### src/design/can_cfg.svh
// Constants of the CAN bit timing and identifier configuration block.
// Assumes a 40 MHz aclk and a 32-bit AXI4-Lite register port.
`ifndef CAN_CFG_SVH
`define CAN_CFG_SVH

// ****************************************
// Clocking
// ****************************************
`define CFG_CLK_HZ          40000000
`define CFG_REF_HZ          8000000
`define CFG_CLKS_PER_REF    (`CFG_CLK_HZ / `CFG_REF_HZ)
`define CFG_QUANTA_MIN      5'd8
`define CFG_QUANTA_MAX      5'd23
`define CFG_EDGE_MAX        7'd64
`define CFG_ADDR_BCAST      6'd33

// ****************************************
// Register offsets
// ****************************************
`define CFG_OFF_TIMING      8'h00
`define CFG_OFF_ID_LOW      8'h04
`define CFG_OFF_ID_MID      8'h08
`define CFG_OFF_ID_HIGH     8'h0c
`define CFG_OFF_FIELD       8'h10
`define CFG_OFF_ADDR        8'h14
`define CFG_OFF_STATUS      8'h18

// ****************************************
// Field positions
// ****************************************
`define CFG_TIM_PRESC_LSB   0
`define CFG_TIM_SEG1_LSB    8
`define CFG_TIM_SEG2_LSB    12
`define CFG_ID_STD_BIT      31
`define CFG_FLD_START_LSB   0
`define CFG_FLD_LEFT_BIT    7
`define CFG_FLD_COUNT_LSB   8
`define CFG_FLD_IRQ_BIT     15

// ****************************************
// Reset values and responses
// ****************************************
`define CFG_RST_WORD        32'h0000_0000
`define CFG_RESP_OKAY       2'b00
`define CFG_RESP_SLVERR     2'b10

`endif

### src/design/can_cfg_pkg.sv
// Types shared by the CAN bit timing and identifier configuration block.
// Assumes nothing beyond the configuration header.
package can_cfg_pkg;

	typedef enum logic [1:0]
	{
		SEG_SYNC,
		SEG_SAMPLE,
		SEG_PHASE2
	} seg_type;

	typedef logic [5:0] presc_type;
	typedef logic [3:0] seg1_type;
	typedef logic [2:0] seg2_type;

endpackage

### src/design/quantum_divider.sv
// Time quantum divider: one-cycle enable pulse per time quantum.
// Assumes aclk at the rate in the configuration header.
`timescale 1ns/10ps
`include "can_cfg.svh"

module quantum_divider
(
	// Clock and reset
	input  wire logic                  aclk,
	input  wire logic                  aresetn,
	// Control
	input  wire logic                  run,
	input  wire can_cfg_pkg::presc_type prescaler,
	// Quantum pulse
	output logic                       tq_tick
);
	import can_cfg_pkg::*;

	localparam int CLKS_PER_REF = `CFG_CLKS_PER_REF;

	logic [8:0] count_r;
	logic [8:0] limit;

	// Quantum is prescaler periods of the 8 MHz reference
	assign limit = 9'(int'(prescaler) * CLKS_PER_REF - 1);

	always_ff @(posedge aclk)
	begin
		if (!aresetn || !run)
			count_r <= 9'h000;
		else if (count_r >= limit)
			count_r <= 9'h000;
		else
			count_r <= count_r + 9'h001;
	end

	assign tq_tick = run && (count_r >= limit);

endmodule

### src/design/bit_segment_seq.sv
// Bit period sequencer: sync, sample and phase-two segments in quanta.
// Assumes tq_tick is a one-cycle pulse per time quantum.
`timescale 1ns/10ps
`include "can_cfg.svh"

module bit_segment_seq
(
	// Clock and reset
	input  wire logic                  aclk,
	input  wire logic                  aresetn,
	// Control
	input  wire logic                  run,
	input  wire logic                  tq_tick,
	input  wire can_cfg_pkg::seg1_type sample_len,
	input  wire can_cfg_pkg::seg2_type phase_len,
	// Timing events
	output logic                       bit_start,
	output logic                       sample_point,
	output can_cfg_pkg::seg_type       segment
);
	import can_cfg_pkg::*;

	seg_type    seg_r;
	logic [3:0] cnt_r;
	logic       last_q;

	assign segment   = seg_r;
	assign bit_start = tq_tick && (seg_r == SEG_SYNC);
	always_comb
	begin
		unique case (seg_r)
			SEG_SYNC:   last_q = 1'b1;
			SEG_SAMPLE: last_q = (cnt_r == sample_len - 4'h1);
			SEG_PHASE2: last_q = (cnt_r == {1'b0, phase_len} - 4'h1);
			default:    last_q = 1'b1;
		endcase
	end

	// Sample at end of sample segment, or end of sync when it is empty
	assign sample_point = tq_tick && last_q &&
		((seg_r == SEG_SAMPLE) || (seg_r == SEG_SYNC && sample_len == 4'h0));

	always_ff @(posedge aclk)
	begin
		if (!aresetn || !run)
		begin
			seg_r <= SEG_SYNC;
			cnt_r <= 4'h0;
		end
		else if (tq_tick)
		begin
			cnt_r <= last_q ? 4'h0 : cnt_r + 4'h1;
			if (last_q)
			begin
				unique case (seg_r)
					SEG_SYNC:
						seg_r <= (sample_len != 4'h0) ? SEG_SAMPLE :
							(phase_len != 3'h0) ? SEG_PHASE2 : SEG_SYNC;
					SEG_SAMPLE:
						seg_r <= (phase_len != 3'h0) ? SEG_PHASE2 : SEG_SYNC;
					SEG_PHASE2:
						seg_r <= SEG_SYNC;
					default:
						seg_r <= SEG_SYNC;
				endcase
			end
		end
	end

endmodule

### src/design/can_bit_timing_id_config.sv
// CAN bit timing and identifier filter configuration with AXI4-Lite registers.
// Assumes a 40 MHz aclk, a synchronous active-low reset and a single master.
//
// Functional notes
// - Quantum equals 6-bit prescaler (0-63) periods of an 8 MHz reference.
// - Bit periods of eight to twenty-three quanta are supported.
// - Every bit starts with a one-quantum sync segment.
// - Bit is sync plus sample plus phase-two; bus sampled at sample end.
// - Sample segment length is a 4-bit quantum count, 0 to 15.
// - Phase-two length is a 3-bit quantum count, 0 to 7.
// - Typical settings from 1M down to 20K give the matching bit rate.
// - Low identifier field holds identifier bits 0 to 10.
// - Indexed low field selects 11-bit identifier, otherwise 29-bit extended.
// - Middle field holds bits 11 to 23, high field bits 24 to 28.
// - Frames match only on their complete identifier value.
// - Module address must equal the switch; value 33 is broadcast.
// - Start bit 0-64; indexed counts from the left end of frame.
// - Bit count 0-64; indexed enables interrupt mode.
//
// Design decisions made here: the AXI4-Lite register port and the register offsets.
`timescale 1ns/10ps
`include "can_cfg.svh"

module can_bit_timing_id_config
(
	// Clock and reset
	input  wire logic                  aclk,
	input  wire logic                  aresetn,
	// AXI4-Lite write address
	input  wire logic [7:0]            s_axi_awaddr,
	input  wire logic [2:0]            s_axi_awprot,
	input  wire logic                  s_axi_awvalid,
	output logic                       s_axi_awready,
	// AXI4-Lite write data
	input  wire logic [31:0]           s_axi_wdata,
	input  wire logic [3:0]            s_axi_wstrb,
	input  wire logic                  s_axi_wvalid,
	output logic                       s_axi_wready,
	// AXI4-Lite write response
	output logic [1:0]                 s_axi_bresp,
	output logic                       s_axi_bvalid,
	input  wire logic                  s_axi_bready,
	// AXI4-Lite read address
	input  wire logic [7:0]            s_axi_araddr,
	input  wire logic [2:0]            s_axi_arprot,
	input  wire logic                  s_axi_arvalid,
	output logic                       s_axi_arready,
	// AXI4-Lite read data
	output logic [31:0]                s_axi_rdata,
	output logic [1:0]                 s_axi_rresp,
	output logic                       s_axi_rvalid,
	input  wire logic                  s_axi_rready,
	// Address switch and bus line
	input  wire logic [5:0]            addr_switch,
	input  wire logic                  can_rx,
	// Received identifier for filtering
	input  wire logic [28:0]           rx_frame_id,
	input  wire logic                  rx_frame_ext,
	input  wire logic                  rx_id_valid,
	// Timing outputs
	output logic                       xcvr_enable,
	output logic                       tq_pulse,
	output logic                       bit_start,
	output logic                       sample_point,
	output logic                       sampled_bit,
	// Filter and frame field outputs
	output logic [28:0]                filter_id,
	output logic                       filter_extended,
	output logic                       id_hit,
	output logic [6:0]                 start_bit_pos,
	output logic [6:0]                 bit_count,
	output logic                       irq_mode,
	output logic                       addr_match,
	output logic                       addr_broadcast
);
	import can_cfg_pkg::*;

	// ****************************************
	// Functions
	// ****************************************
	function automatic logic [31:0] merge_strb(input logic [31:0] old_w,
		input logic [31:0] new_w, input logic [3:0] strb);
		logic [31:0] res;
		res = old_w;
		for (int i = 0; i < 4; i++)
			if (strb[i])
				res[i*8 +: 8] = new_w[i*8 +: 8];
		return res;
	endfunction

	function automatic logic [6:0] clamp_edge(input logic [6:0] v);
		return (v > `CFG_EDGE_MAX) ? `CFG_EDGE_MAX : v;
	endfunction

	function automatic logic is_mapped(input logic [7:0] a);
		return (a[1:0] == 2'b00) && (a <= `CFG_OFF_STATUS);
	endfunction

	// ****************************************
	// Configuration registers
	// ****************************************
	presc_type   presc_r;
	seg1_type    seg1_r;
	seg2_type    seg2_r;
	logic [10:0] id_low_r;
	logic        id_std_r;
	logic [12:0] id_mid_r;
	logic [4:0]  id_high_r;
	logic [6:0]  start_r;
	logic        start_left_r;
	logic [6:0]  count_r;
	logic        irq_mode_r;
	logic [5:0]  mod_addr_r;

	// ****************************************
	// Bus slave state
	// ****************************************
	logic        aw_held_r;
	logic [7:0]  aw_addr_r;
	logic        w_held_r;
	logic [31:0] w_data_r;
	logic [3:0]  w_strb_r;
	logic        bvalid_r;
	logic [1:0]  bresp_r;
	logic        rvalid_r;
	logic [1:0]  rresp_r;
	logic [31:0] rdata_r;
	logic        wr_fire;
	logic [7:0]  wr_addr;
	logic [31:0] wr_data;
	logic [3:0]  wr_strb;
	logic [31:0] cur_word;
	logic [31:0] new_word;
	logic [31:0] rd_word;

	// ****************************************
	// Timing state
	// ****************************************
	logic        timing_run;
	logic        timing_ok;
	logic [4:0]  quanta_total;
	logic        tq_tick;
	logic        sampled_r;
	logic        id_hit_r;
	seg_type     segment;

	// ****************************************
	// Write channel
	// ****************************************
	assign s_axi_awready = !aw_held_r && !bvalid_r;
	assign s_axi_wready  = !w_held_r && !bvalid_r;
	assign wr_addr  = aw_held_r ? aw_addr_r : s_axi_awaddr;
	assign wr_data  = w_held_r ? w_data_r : s_axi_wdata;
	assign wr_strb  = w_held_r ? w_strb_r : s_axi_wstrb;
	assign wr_fire  = !bvalid_r && (aw_held_r || s_axi_awvalid)
		&& (w_held_r || s_axi_wvalid);

	always_ff @(posedge aclk)
	begin
		if (!aresetn)
		begin
			aw_held_r <= 1'b0;
			aw_addr_r <= 8'h00;
			w_held_r  <= 1'b0;
			w_data_r  <= `CFG_RST_WORD;
			w_strb_r  <= 4'h0;
		end
		else if (wr_fire)
		begin
			aw_held_r <= 1'b0;
			w_held_r  <= 1'b0;
		end
		else
		begin
			if (s_axi_awvalid && s_axi_awready)
			begin
				aw_held_r <= 1'b1;
				aw_addr_r <= s_axi_awaddr;
			end
			if (s_axi_wvalid && s_axi_wready)
			begin
				w_held_r <= 1'b1;
				w_data_r <= s_axi_wdata;
				w_strb_r <= s_axi_wstrb;
			end
		end
	end

	always_ff @(posedge aclk)
	begin
		if (!aresetn)
		begin
			bvalid_r <= 1'b0;
			bresp_r  <= `CFG_RESP_OKAY;
		end
		else if (wr_fire)
		begin
			bvalid_r <= 1'b1;
			bresp_r  <= (is_mapped(wr_addr) && wr_addr != `CFG_OFF_STATUS) ?
				`CFG_RESP_OKAY : `CFG_RESP_SLVERR;
		end
		else if (s_axi_bready)
			bvalid_r <= 1'b0;
	end

	assign s_axi_bvalid = bvalid_r;
	assign s_axi_bresp  = bresp_r;

	// ****************************************
	// Register update
	// ****************************************
	always_comb
	begin
		cur_word = `CFG_RST_WORD;
		unique case (wr_addr)
			`CFG_OFF_TIMING:  cur_word = {17'h0, seg2_r, seg1_r, 2'h0, presc_r};
			`CFG_OFF_ID_LOW:  cur_word = {id_std_r, 20'h0, id_low_r};
			`CFG_OFF_ID_MID:  cur_word = {19'h0, id_mid_r};
			`CFG_OFF_ID_HIGH: cur_word = {27'h0, id_high_r};
			`CFG_OFF_FIELD:
				cur_word = {16'h0, irq_mode_r, count_r, start_left_r, start_r};
			`CFG_OFF_ADDR:    cur_word = {26'h0, mod_addr_r};
			default:          cur_word = `CFG_RST_WORD;
		endcase
	end

	assign new_word = merge_strb(cur_word, wr_data, wr_strb);

	always_ff @(posedge aclk)
	begin
		if (!aresetn)
		begin
			presc_r <= 6'h00;
			seg1_r  <= 4'h0;
			seg2_r  <= 3'h0;
		end
		else if (wr_fire && wr_addr == `CFG_OFF_TIMING)
		begin
			presc_r <= new_word[`CFG_TIM_PRESC_LSB +: 6];
			seg1_r  <= new_word[`CFG_TIM_SEG1_LSB +: 4];
			seg2_r  <= new_word[`CFG_TIM_SEG2_LSB +: 3];
		end
	end

	always_ff @(posedge aclk)
	begin
		if (!aresetn)
		begin
			id_low_r  <= 11'h000;
			id_std_r  <= 1'b0;
			id_mid_r  <= 13'h0000;
			id_high_r <= 5'h00;
		end
		else if (wr_fire)
		begin
			if (wr_addr == `CFG_OFF_ID_LOW)
			begin
				id_low_r <= new_word[10:0];
				id_std_r <= new_word[`CFG_ID_STD_BIT];
			end
			if (wr_addr == `CFG_OFF_ID_MID)
				id_mid_r <= new_word[12:0];
			if (wr_addr == `CFG_OFF_ID_HIGH)
				id_high_r <= new_word[4:0];
		end
	end

	always_ff @(posedge aclk)
	begin
		if (!aresetn)
		begin
			start_r      <= 7'h00;
			start_left_r <= 1'b0;
			count_r      <= 7'h00;
			irq_mode_r   <= 1'b0;
			mod_addr_r   <= 6'h00;
		end
		else if (wr_fire)
		begin
			if (wr_addr == `CFG_OFF_FIELD)
			begin
				start_r      <= clamp_edge(new_word[`CFG_FLD_START_LSB +: 7]);
				start_left_r <= new_word[`CFG_FLD_LEFT_BIT];
				count_r      <= clamp_edge(new_word[`CFG_FLD_COUNT_LSB +: 7]);
				irq_mode_r   <= new_word[`CFG_FLD_IRQ_BIT];
			end
			if (wr_addr == `CFG_OFF_ADDR)
				mod_addr_r <= new_word[5:0];
		end
	end

	// ****************************************
	// Read channel
	// ****************************************
	assign s_axi_arready = !rvalid_r;

	always_comb
	begin
		rd_word = `CFG_RST_WORD;
		unique case (s_axi_araddr)
			`CFG_OFF_TIMING:  rd_word = {17'h0, seg2_r, seg1_r, 2'h0, presc_r};
			`CFG_OFF_ID_LOW:  rd_word = {id_std_r, 20'h0, id_low_r};
			`CFG_OFF_ID_MID:  rd_word = {19'h0, id_mid_r};
			`CFG_OFF_ID_HIGH: rd_word = {27'h0, id_high_r};
			`CFG_OFF_FIELD:
				rd_word = {16'h0, irq_mode_r, count_r, start_left_r, start_r};
			`CFG_OFF_ADDR:    rd_word = {26'h0, mod_addr_r};
			`CFG_OFF_STATUS:
				rd_word = {20'h0, quanta_total, sampled_r, addr_broadcast,
					addr_match, xcvr_enable, segment, timing_ok};
			default:          rd_word = `CFG_RST_WORD;
		endcase
	end

	always_ff @(posedge aclk)
	begin
		if (!aresetn)
		begin
			rvalid_r <= 1'b0;
			rresp_r  <= `CFG_RESP_OKAY;
			rdata_r  <= `CFG_RST_WORD;
		end
		else if (s_axi_arvalid && s_axi_arready)
		begin
			rvalid_r <= 1'b1;
			rdata_r  <= rd_word;
			rresp_r  <= is_mapped(s_axi_araddr) ? `CFG_RESP_OKAY : `CFG_RESP_SLVERR;
		end
		else if (s_axi_rready)
			rvalid_r <= 1'b0;
	end

	assign s_axi_rvalid = rvalid_r;
	assign s_axi_rresp  = rresp_r;
	assign s_axi_rdata  = rdata_r;

	// ****************************************
	// Bit timing
	// ****************************************
	assign quanta_total = 5'h01 + {1'b0, seg1_r} + {2'h0, seg2_r};
	assign timing_ok = (quanta_total >= `CFG_QUANTA_MIN)
		&& (quanta_total <= `CFG_QUANTA_MAX);
	assign timing_run  = (presc_r != 6'h00);
	assign xcvr_enable = timing_run;

	quantum_divider u_divider
	(
		.aclk      (aclk),
		.aresetn   (aresetn),
		.run       (timing_run),
		.prescaler (presc_r),
		.tq_tick   (tq_tick)
	);

	bit_segment_seq u_segments
	(
		.aclk         (aclk),
		.aresetn      (aresetn),
		.run          (timing_run),
		.tq_tick      (tq_tick),
		.sample_len   (seg1_r),
		.phase_len    (seg2_r),
		.bit_start    (bit_start),
		.sample_point (sample_point),
		.segment      (segment)
	);

	assign tq_pulse = tq_tick;

	always_ff @(posedge aclk)
	begin
		if (!aresetn)
			sampled_r <= 1'b1;
		else if (sample_point)
			sampled_r <= can_rx;
	end

	assign sampled_bit = sampled_r;

	// ****************************************
	// Identifier filter and frame fields
	// ****************************************
	assign filter_extended = !id_std_r;
	assign filter_id = id_std_r ? {18'h0, id_low_r}
		: {id_high_r, id_mid_r, id_low_r};

	always_ff @(posedge aclk)
	begin
		if (!aresetn)
			id_hit_r <= 1'b0;
		else
			id_hit_r <= rx_id_valid && (rx_frame_ext == filter_extended)
				&& (rx_frame_id == filter_id);
	end

	assign id_hit = id_hit_r;
	assign start_bit_pos = start_left_r ? `CFG_EDGE_MAX - start_r : start_r;
	assign bit_count = count_r;
	assign irq_mode  = irq_mode_r;
	assign addr_broadcast = (mod_addr_r == `CFG_ADDR_BCAST);
	assign addr_match = (mod_addr_r == addr_switch) || addr_broadcast;

endmodule

### config.mk
export PLATFORM = sky130hd
export DESIGN_NAME = can_bit_timing_id_config
export DESIGN_NICKNAME = d
export VERILOG_FILES = /design/src/design/can_cfg_pkg.sv /design/src/design/quantum_divider.sv /design/src/design/bit_segment_seq.sv /design/src/design/can_bit_timing_id_config.sv
export VERILOG_INCLUDE_DIRS = /design/src /design/src/design
export SDC_FILE = /design/constraint.sdc
export NUM_CORES = 1
export LEC_CHECK = 0
export BUFFER_PORTS_ARGS = -buffer_cell sky130_fd_sc_hd__buf_2
export CAP_MARGIN = 0
export CORE_UTILIZATION = 57
export CTS_BUF_LIST = sky130_fd_sc_hd__clkbuf_4
export DETAILED_ROUTE_END_ITERATION = 7
export PLACE_DENSITY = 0.95
export SLEW_MARGIN = 20
export SYNTH_ARGS = -nofsm -noshare
export SYNTH_HDL_FRONTEND = slang
export SYNTH_HIERARCHICAL = 1
export SYNTH_SLANG_ARGS = --single-unit
### constraint.sdc
create_clock -name aclk -period 6.2 [get_ports aclk]
set_input_delay 1.24 -clock aclk [delete_from_list [all_inputs] [get_ports aclk]]
set_output_delay 1.24 -clock aclk [all_outputs]
set_load 0.01 [all_outputs]
* Word-level counts from Yosys, hierarchy flattened
Index checks and enable logic that the tools add are counted.
** Storage, ports and cells
- Register bits after elaboration :: 166
- Bits of input ports :: 103
- Output and inout port bits :: 94
- Word-level logic and storage cells :: 144
** Cells by class
- Multipliers :: 1
- Order comparisons :: 7
- Bitwise logic cells :: 2
- Add/sub/neg operators :: 8
- Reductions and logical operators :: 54
- Multiplexer cells :: 23
- Equal/unequal tests :: 22
** Operator list (number)
- 32-bit one-hot mux with 7 select lines :: 1
- 32-bit one-hot mux with 6 select lines :: 1
- 8-bit by 5-bit == test with 1-bit output (second input constant) :: 5
- 8-bit by 4-bit == test with 1-bit output (second input constant) :: 4
- 32-bit two-way mux :: 1
- 8-bit two-way mux :: 4
- 29-bit == test :: 1
- 29-bit two-way mux :: 1
- 7-bit two-way mux :: 3
- 1-bit logical AND :: 19
- 8-bit by 3-bit == test with 1-bit output (second input constant) :: 2
- 8-bit by 5-bit less-or-equal comparator with 1-bit output (second input constant) :: 2
- 8-bit zero test :: 2
- 2-bit AND reduction :: 8
- 7-bit > comparator (second input constant) :: 2
- 9-bit by 1-bit adder with 9-bit output (second input constant) :: 1
- 9-bit >= comparator :: 1
- 6-bit by 3-bit multiplier with 9-bit output (second input constant) :: 1
- 9-bit by 2-bit subtractor with 9-bit output (second input constant) :: 1
- 4-bit == test :: 2
- 2-bit two-way mux :: 4
- 4-bit two-way mux :: 2
- 8-bit by 5-bit != test with 1-bit output (second input constant) :: 1
- 1-bit zero test :: 7
- 27 further kinds :: 41

* Logic depth before layout (Yosys ltp)
- Depth after elaboration :: 6
- Depth in mapped cells :: 19

* Cells and area by module
Netlist, hierarchy kept.
** Modules (own cells, without submodules)
- can_bit_timing_id_config :: cells each 898, times used 1, area each 7019.2 um2, seq. area each 2362.3 um2
- quantum_divider :: cells each 112, times used 1, area each 1008.5 um2, seq. area each 180.2 um2
- bit_segment_seq :: cells each 58, times used 1, area each 535.5 um2, seq. area each 120.1 um2

* Least setup slack after synthesis
Ideal clock, no wire load.
- Path type :: flip-flop to output port
- Start :: register presc_r[1]
- End :: output sample_point
- Setup slack :: 994 ps
- Arrival time :: 3966 ps
- Stages on the path, launching flop included :: 18
- Path through :: dfxtp_1 inv_1 fa_1 inv_1 ha_1 nand3_1 o211ai_1 o41ai_1 xor2_1 ha_1 and4_1 o211ai_1 o21ai_2 o21a_1 clkbuf_1 nand4_1 a2bb2oi_2 nor2_1
** Between the ends
- Word-level cells in the longest chain between the ends :: 6
- Elaborated cells between the ends (all ways) :: 7
- Classes of those cells :: 1 x add/sub; 1 x mul; 1 x order compare; 4 x reduce/logical
** Ends and longest elaborated chain
- start, declared :: RTL line can_bit_timing_id_config.sv:102 : presc_type presc_r;
- start signal, assigned :: RTL line can_bit_timing_id_config.sv:239 : presc_r <= new_word[`CFG_TIM_PRESC_LSB +: 6];
- 6-bit by 3-bit multiplier with 9-bit output :: RTL line quantum_divider.sv:25 : assign limit = 9'(int'(prescaler) * CLKS_PER_REF - 1);
- 9-bit by 2-bit subtractor with 9-bit output :: RTL line quantum_divider.sv:25
- 9-bit >= comparator :: RTL line quantum_divider.sv:37 : assign tq_tick = run && (count_r >= limit);
- 1-bit logical AND * :: RTL line quantum_divider.sv:37
- net tq_pulse :: RTL line can_bit_timing_id_config.sv:62 : output logic tq_pulse,
- 1-bit logical AND * (2 in a row) :: RTL line bit_segment_seq.sv:40 : assign sample_point = tq_tick && last_q &&
- end, declared :: RTL line can_bit_timing_id_config.sv:64 : output logic sample_point,
Mark *: on every way through the listed nets, which the timed path passes. The rest lies on a longest branch.

* Worst setup path in the final report
- Start :: register presc_r[1]
- End :: output sample_point
** Between the ends
- Word-level cells in the longest chain between the ends :: 6
- Elaborated cells between the ends (all ways) :: 7
- Classes of those cells :: 1 x add/sub; 1 x mul; 1 x order compare; 4 x reduce/logical
** Ends and longest elaborated chain (RTL line)
- 6-bit by 3-bit multiplier with 9-bit output :: quantum_divider.sv:25
- 9-bit by 2-bit subtractor with 9-bit output :: quantum_divider.sv:25
- 9-bit >= comparator :: quantum_divider.sv:37
- 1-bit logical AND * :: quantum_divider.sv:37
- 1-bit logical AND * (2 in a row) :: bit_segment_seq.sv:40
Every way passes the cells marked *; elsewhere a longest branch is shown, timed or not.

==> flow_summary_export.csv <==
group,metric,value,unit
timing,final.min_clock_period,5.92,ns
synthesis,ys_seq_area_share,31.1,%
clock_network,cts_buffer_depth,2,
clock_network,cts_buffers,17,
synthesis,synth_common_cells,"nand2_1, dfxtp_1, a21oi_1",
layout,drive_gt1_share,20.5,%
worst_hold_path,hp-class,"flip-flop to flip-flop",
route,avgRoutedWirePerCell,19.6,µm
timing,timing.setup.tns,0,ns
synthesis,synth_area,8560,µm²
die,dieHeight,125,µm
synthesis,ys.flop_type,"dfxtp_1",
die,num_rows,44,
status,status,"finished, violations left",
route,topRoutingLayerUsed,"met4",
die,ios,197,
clock_network,postCtsSetupBuffers,0,
clock_network,clk_transition_reported_paths,0.13,ns
timing,fmax,169,MHz
route,met2WireLength,12100,µm
route,drt_iter0_markers,1173,
synthesis,netlist-cell-type-count,90,
synthesis,synth_edf_count,0,
placement,gp_congestion,1.01,
timing,fin_crit_sh,95.5,%
route,totalWireLength,26900,µm
synthesis,yosys_warnings,6,
route,drc,2,
critical_path,cp_cell_sequence,"inv_1 -> fa_1 -> inv_1 -> ha_1 -> nand3_1 -> o211ai_1 -> o41ai_2 -> xor2_1 -> ha_1 -> and4_1 -> o211ai_1 -> o21ai_2 -> buf_4 -> o21a_1 -> buf_4 -> nand4_1 -> a2bb2oi_2 -> nor2_1 -> buf_2",
timing,rsz0062_at_grt,"no",
placement,port_buffers,157,
timing,whs,0.462,ns
critical_path,arrival,4.68,ns
clock_network,cts.sinks,133,
critical_path,crit_buf_inv,5,
run,cap_violations,0,
synthesis,synth_area_leaders,"dfxtp_1, nand2_1, ha_1, mux2i_1, a21oi_1",
timing,finalHoldViolCount,0,
route,first_pass_iters,8,
timing,finalSetupViolations,0,
power,power_density,188,nW/µm²
route,wl_met1,10300,µm
critical_path,slowest_stage,"fa_1",
timing,skew,0.0196,ns
status,violations,"DRC",
route,dr_total_vias,8852,
placement,dpl_worst_slack,0.808,ns
clock_network,cts_resized,0,
critical_path,crit_fanout,11,
clock_network,htree_levels,4,
clock_network,clk-insertion-delay-late,0.60,ns
global_route,grt_max_degree,84,
synthesis,synth_cells,1068,
critical_path,critPathCaptureType,"output pin",
critical_path,critPathKind,"flip-flop to output pin",
timing,max-slew-margin-rel,28.5,%
placement,detailed_place_hpwl,19500,µm
route,viasPerCell,6.43,
clock_network,cts_tree,"done",
synthesis,yosys.cell_count.top_type,"nand2_1",
route,met3WireLength,3060,µm
die,die_w,125,µm
timing,maxSlewViolCount,0,
global_route,overflow,0,
layout,syn_to_final_growth,11.7,%
timing,worst_pin_slew,1.07,ns
clock_network,cts_root_buf,"clkbuf_4",
synthesis,syn_area_per_cell,8.02,µm²
critical_path,start_kind,"flip-flop",
die,coreArea,14600,µm²
synthesis,ys_seq_elements,133,
route,drtAntennaViolNets,0,
layout,nets,1317,
power,vdd_drop_max,0.135,mV
die,die_area,15500,µm²
critical_path,cp_top_family,"adder cells",
timing,fin_ws,0.277,ns
clock_network,hold_buffers,0,
global_route,antenna_found_initial,1,
power,leakage,3.90,nW
global_route,first_global_vias,8246,
global_route,grt.total_usage,34.1,%
synthesis,synth_area_leader_cell,"dfxtp_1",
critical_path,max_stage_delay,0.54,ns
synthesis,yosys.area.top_type_share,31.1,%
die,initial_core_util,58.7,%
critical_path,cp_data_required_time,4.96,ns
synthesis,synthArstFlopShare,0,%
global_route,grt_pass1_wl,42200,µm
power,power.total,1.80,mW
[layout by cell type, fill, tap and decap left out, types with 8 or more instances in the layout]
| cell type | n |
|---|---|
| and3_1 | 15 |
| a21oi_1 | 70 |
| o21ai_1 | 9 |
| a22oi_1 | 29 |
| mux2i_1 | 36 |
| nor2b_1 | 30 |
| dfxtp_1 | 131 |
| conb_1 | 17 |
| o21ai_0 | 40 |
| nor3_1 | 17 |
| inv_1 | 39 |
| nor2_1 | 66 |
| nand2b_1 | 8 |
| nand3_1 | 62 |
| o22ai_1 | 30 |
| xor2_1 | 20 |
| xnor2_1 | 29 |
| nand2_1 | 140 |
| a31oi_1 | 9 |
| ha_1 | 30 |
| clkbuf_4 | 18 |
| a211oi_1 | 11 |
| buf_2 | 157 |
[through the flow]
step | instances | util, % | cell area, µm²
2_1_floorplan | 1084 | - | 8620
6_report | 1377 | 65.6 | 9570
4_1_cts | 1376 | 65.5 | 9550
5_1_grt | 1377 | 65.6 | 9570
3_5_place_dp | 1344 | 63.4 | 9240
3_3_place_gp | 1344 | 63.4 | 9240
[path summary, 6_finish.rpt]
check,start,endpoint,slack [ns],cells after the start
worst min-delay path,w_strb_r[0]$_SDFFE_PN0P_,w_strb_r[0]$_SDFFE_PN0P_,0.46,2
worst max-delay path,presc_r[1]$_SDFFE_PN0P_,sample_point,0.28,19
worst min register to register,w_strb_r[0]$_SDFFE_PN0P_,w_strb_r[0]$_SDFFE_PN0P_,0.46,2
worst max register to register,presc_r[1]$_SDFFE_PN0P_,sampled_bit$_SDFFE_PN1P_,1.88,20
[routing by layer]
layer | global-route usage, % | up-vias
li1 | - | 4043
met1 | 42.6 | 4089
met2 | 52.6 | 611
met3 | 8.85 | 109
met4 | 20.3 | 0
met5 | 0 | -
[power by group]
part / switching, mW / internal (mW)
Sequential: 0.0188 / 0.870
Combinational: 0.173 / 0.0886
Clock: 0.363 / 0.291
[final cells by class]
| class | count | area, µm² |
|---|---|---|
| diodes | 1 | 2.50 |
| multi-input cells | 823 | 5370 |
| repair buffers | 164 | 838 |
| inverters | 40 | 150 |
| fillers | 1191 | 5020 |
| clock buffers | 18 | 135 |
| clock inverters | 14 | 174 |
| flip-flops and latches | 133 | 2670 |
| well taps | 184 | 230 |
[tightest hold or removal path, cell delays in order, from the launching register on]
cell     delay, ns
dfxtp_1       0.33
nand2_1       0.05
a21oi_1       0.05
[cell families (layout without fill, tap and decap cells)]
family | count (synthesis) | in the layout | synth area share [%]
xor+xnor | 50 | 50 | 5.20
buf+inv | 128 | 236 | 7.00
other cells | 1 | 18 | 0.0438
simple gates | 402 | 402 | 23.6
compound gates | 272 | 272 | 21.5
flops | 133 | 133 | 31.1
fa+ha+maj | 35 | 35 | 5.55
mux | 47 | 47 | 6.03
[state kept, by name, indices dropped and copies added (netlist names), 5 cells and up]
signal,count
aw_addr_r,8
presc_r,6
w_data_r,17
bit_count,7
id_high_r,5
start_r,7
s_axi_rdata,17
id_low_r,11
u_divider/count_r,9
id_mid_r,13
mod_addr_r,6
No activity file was read; power rests on OpenSTA's default activity.
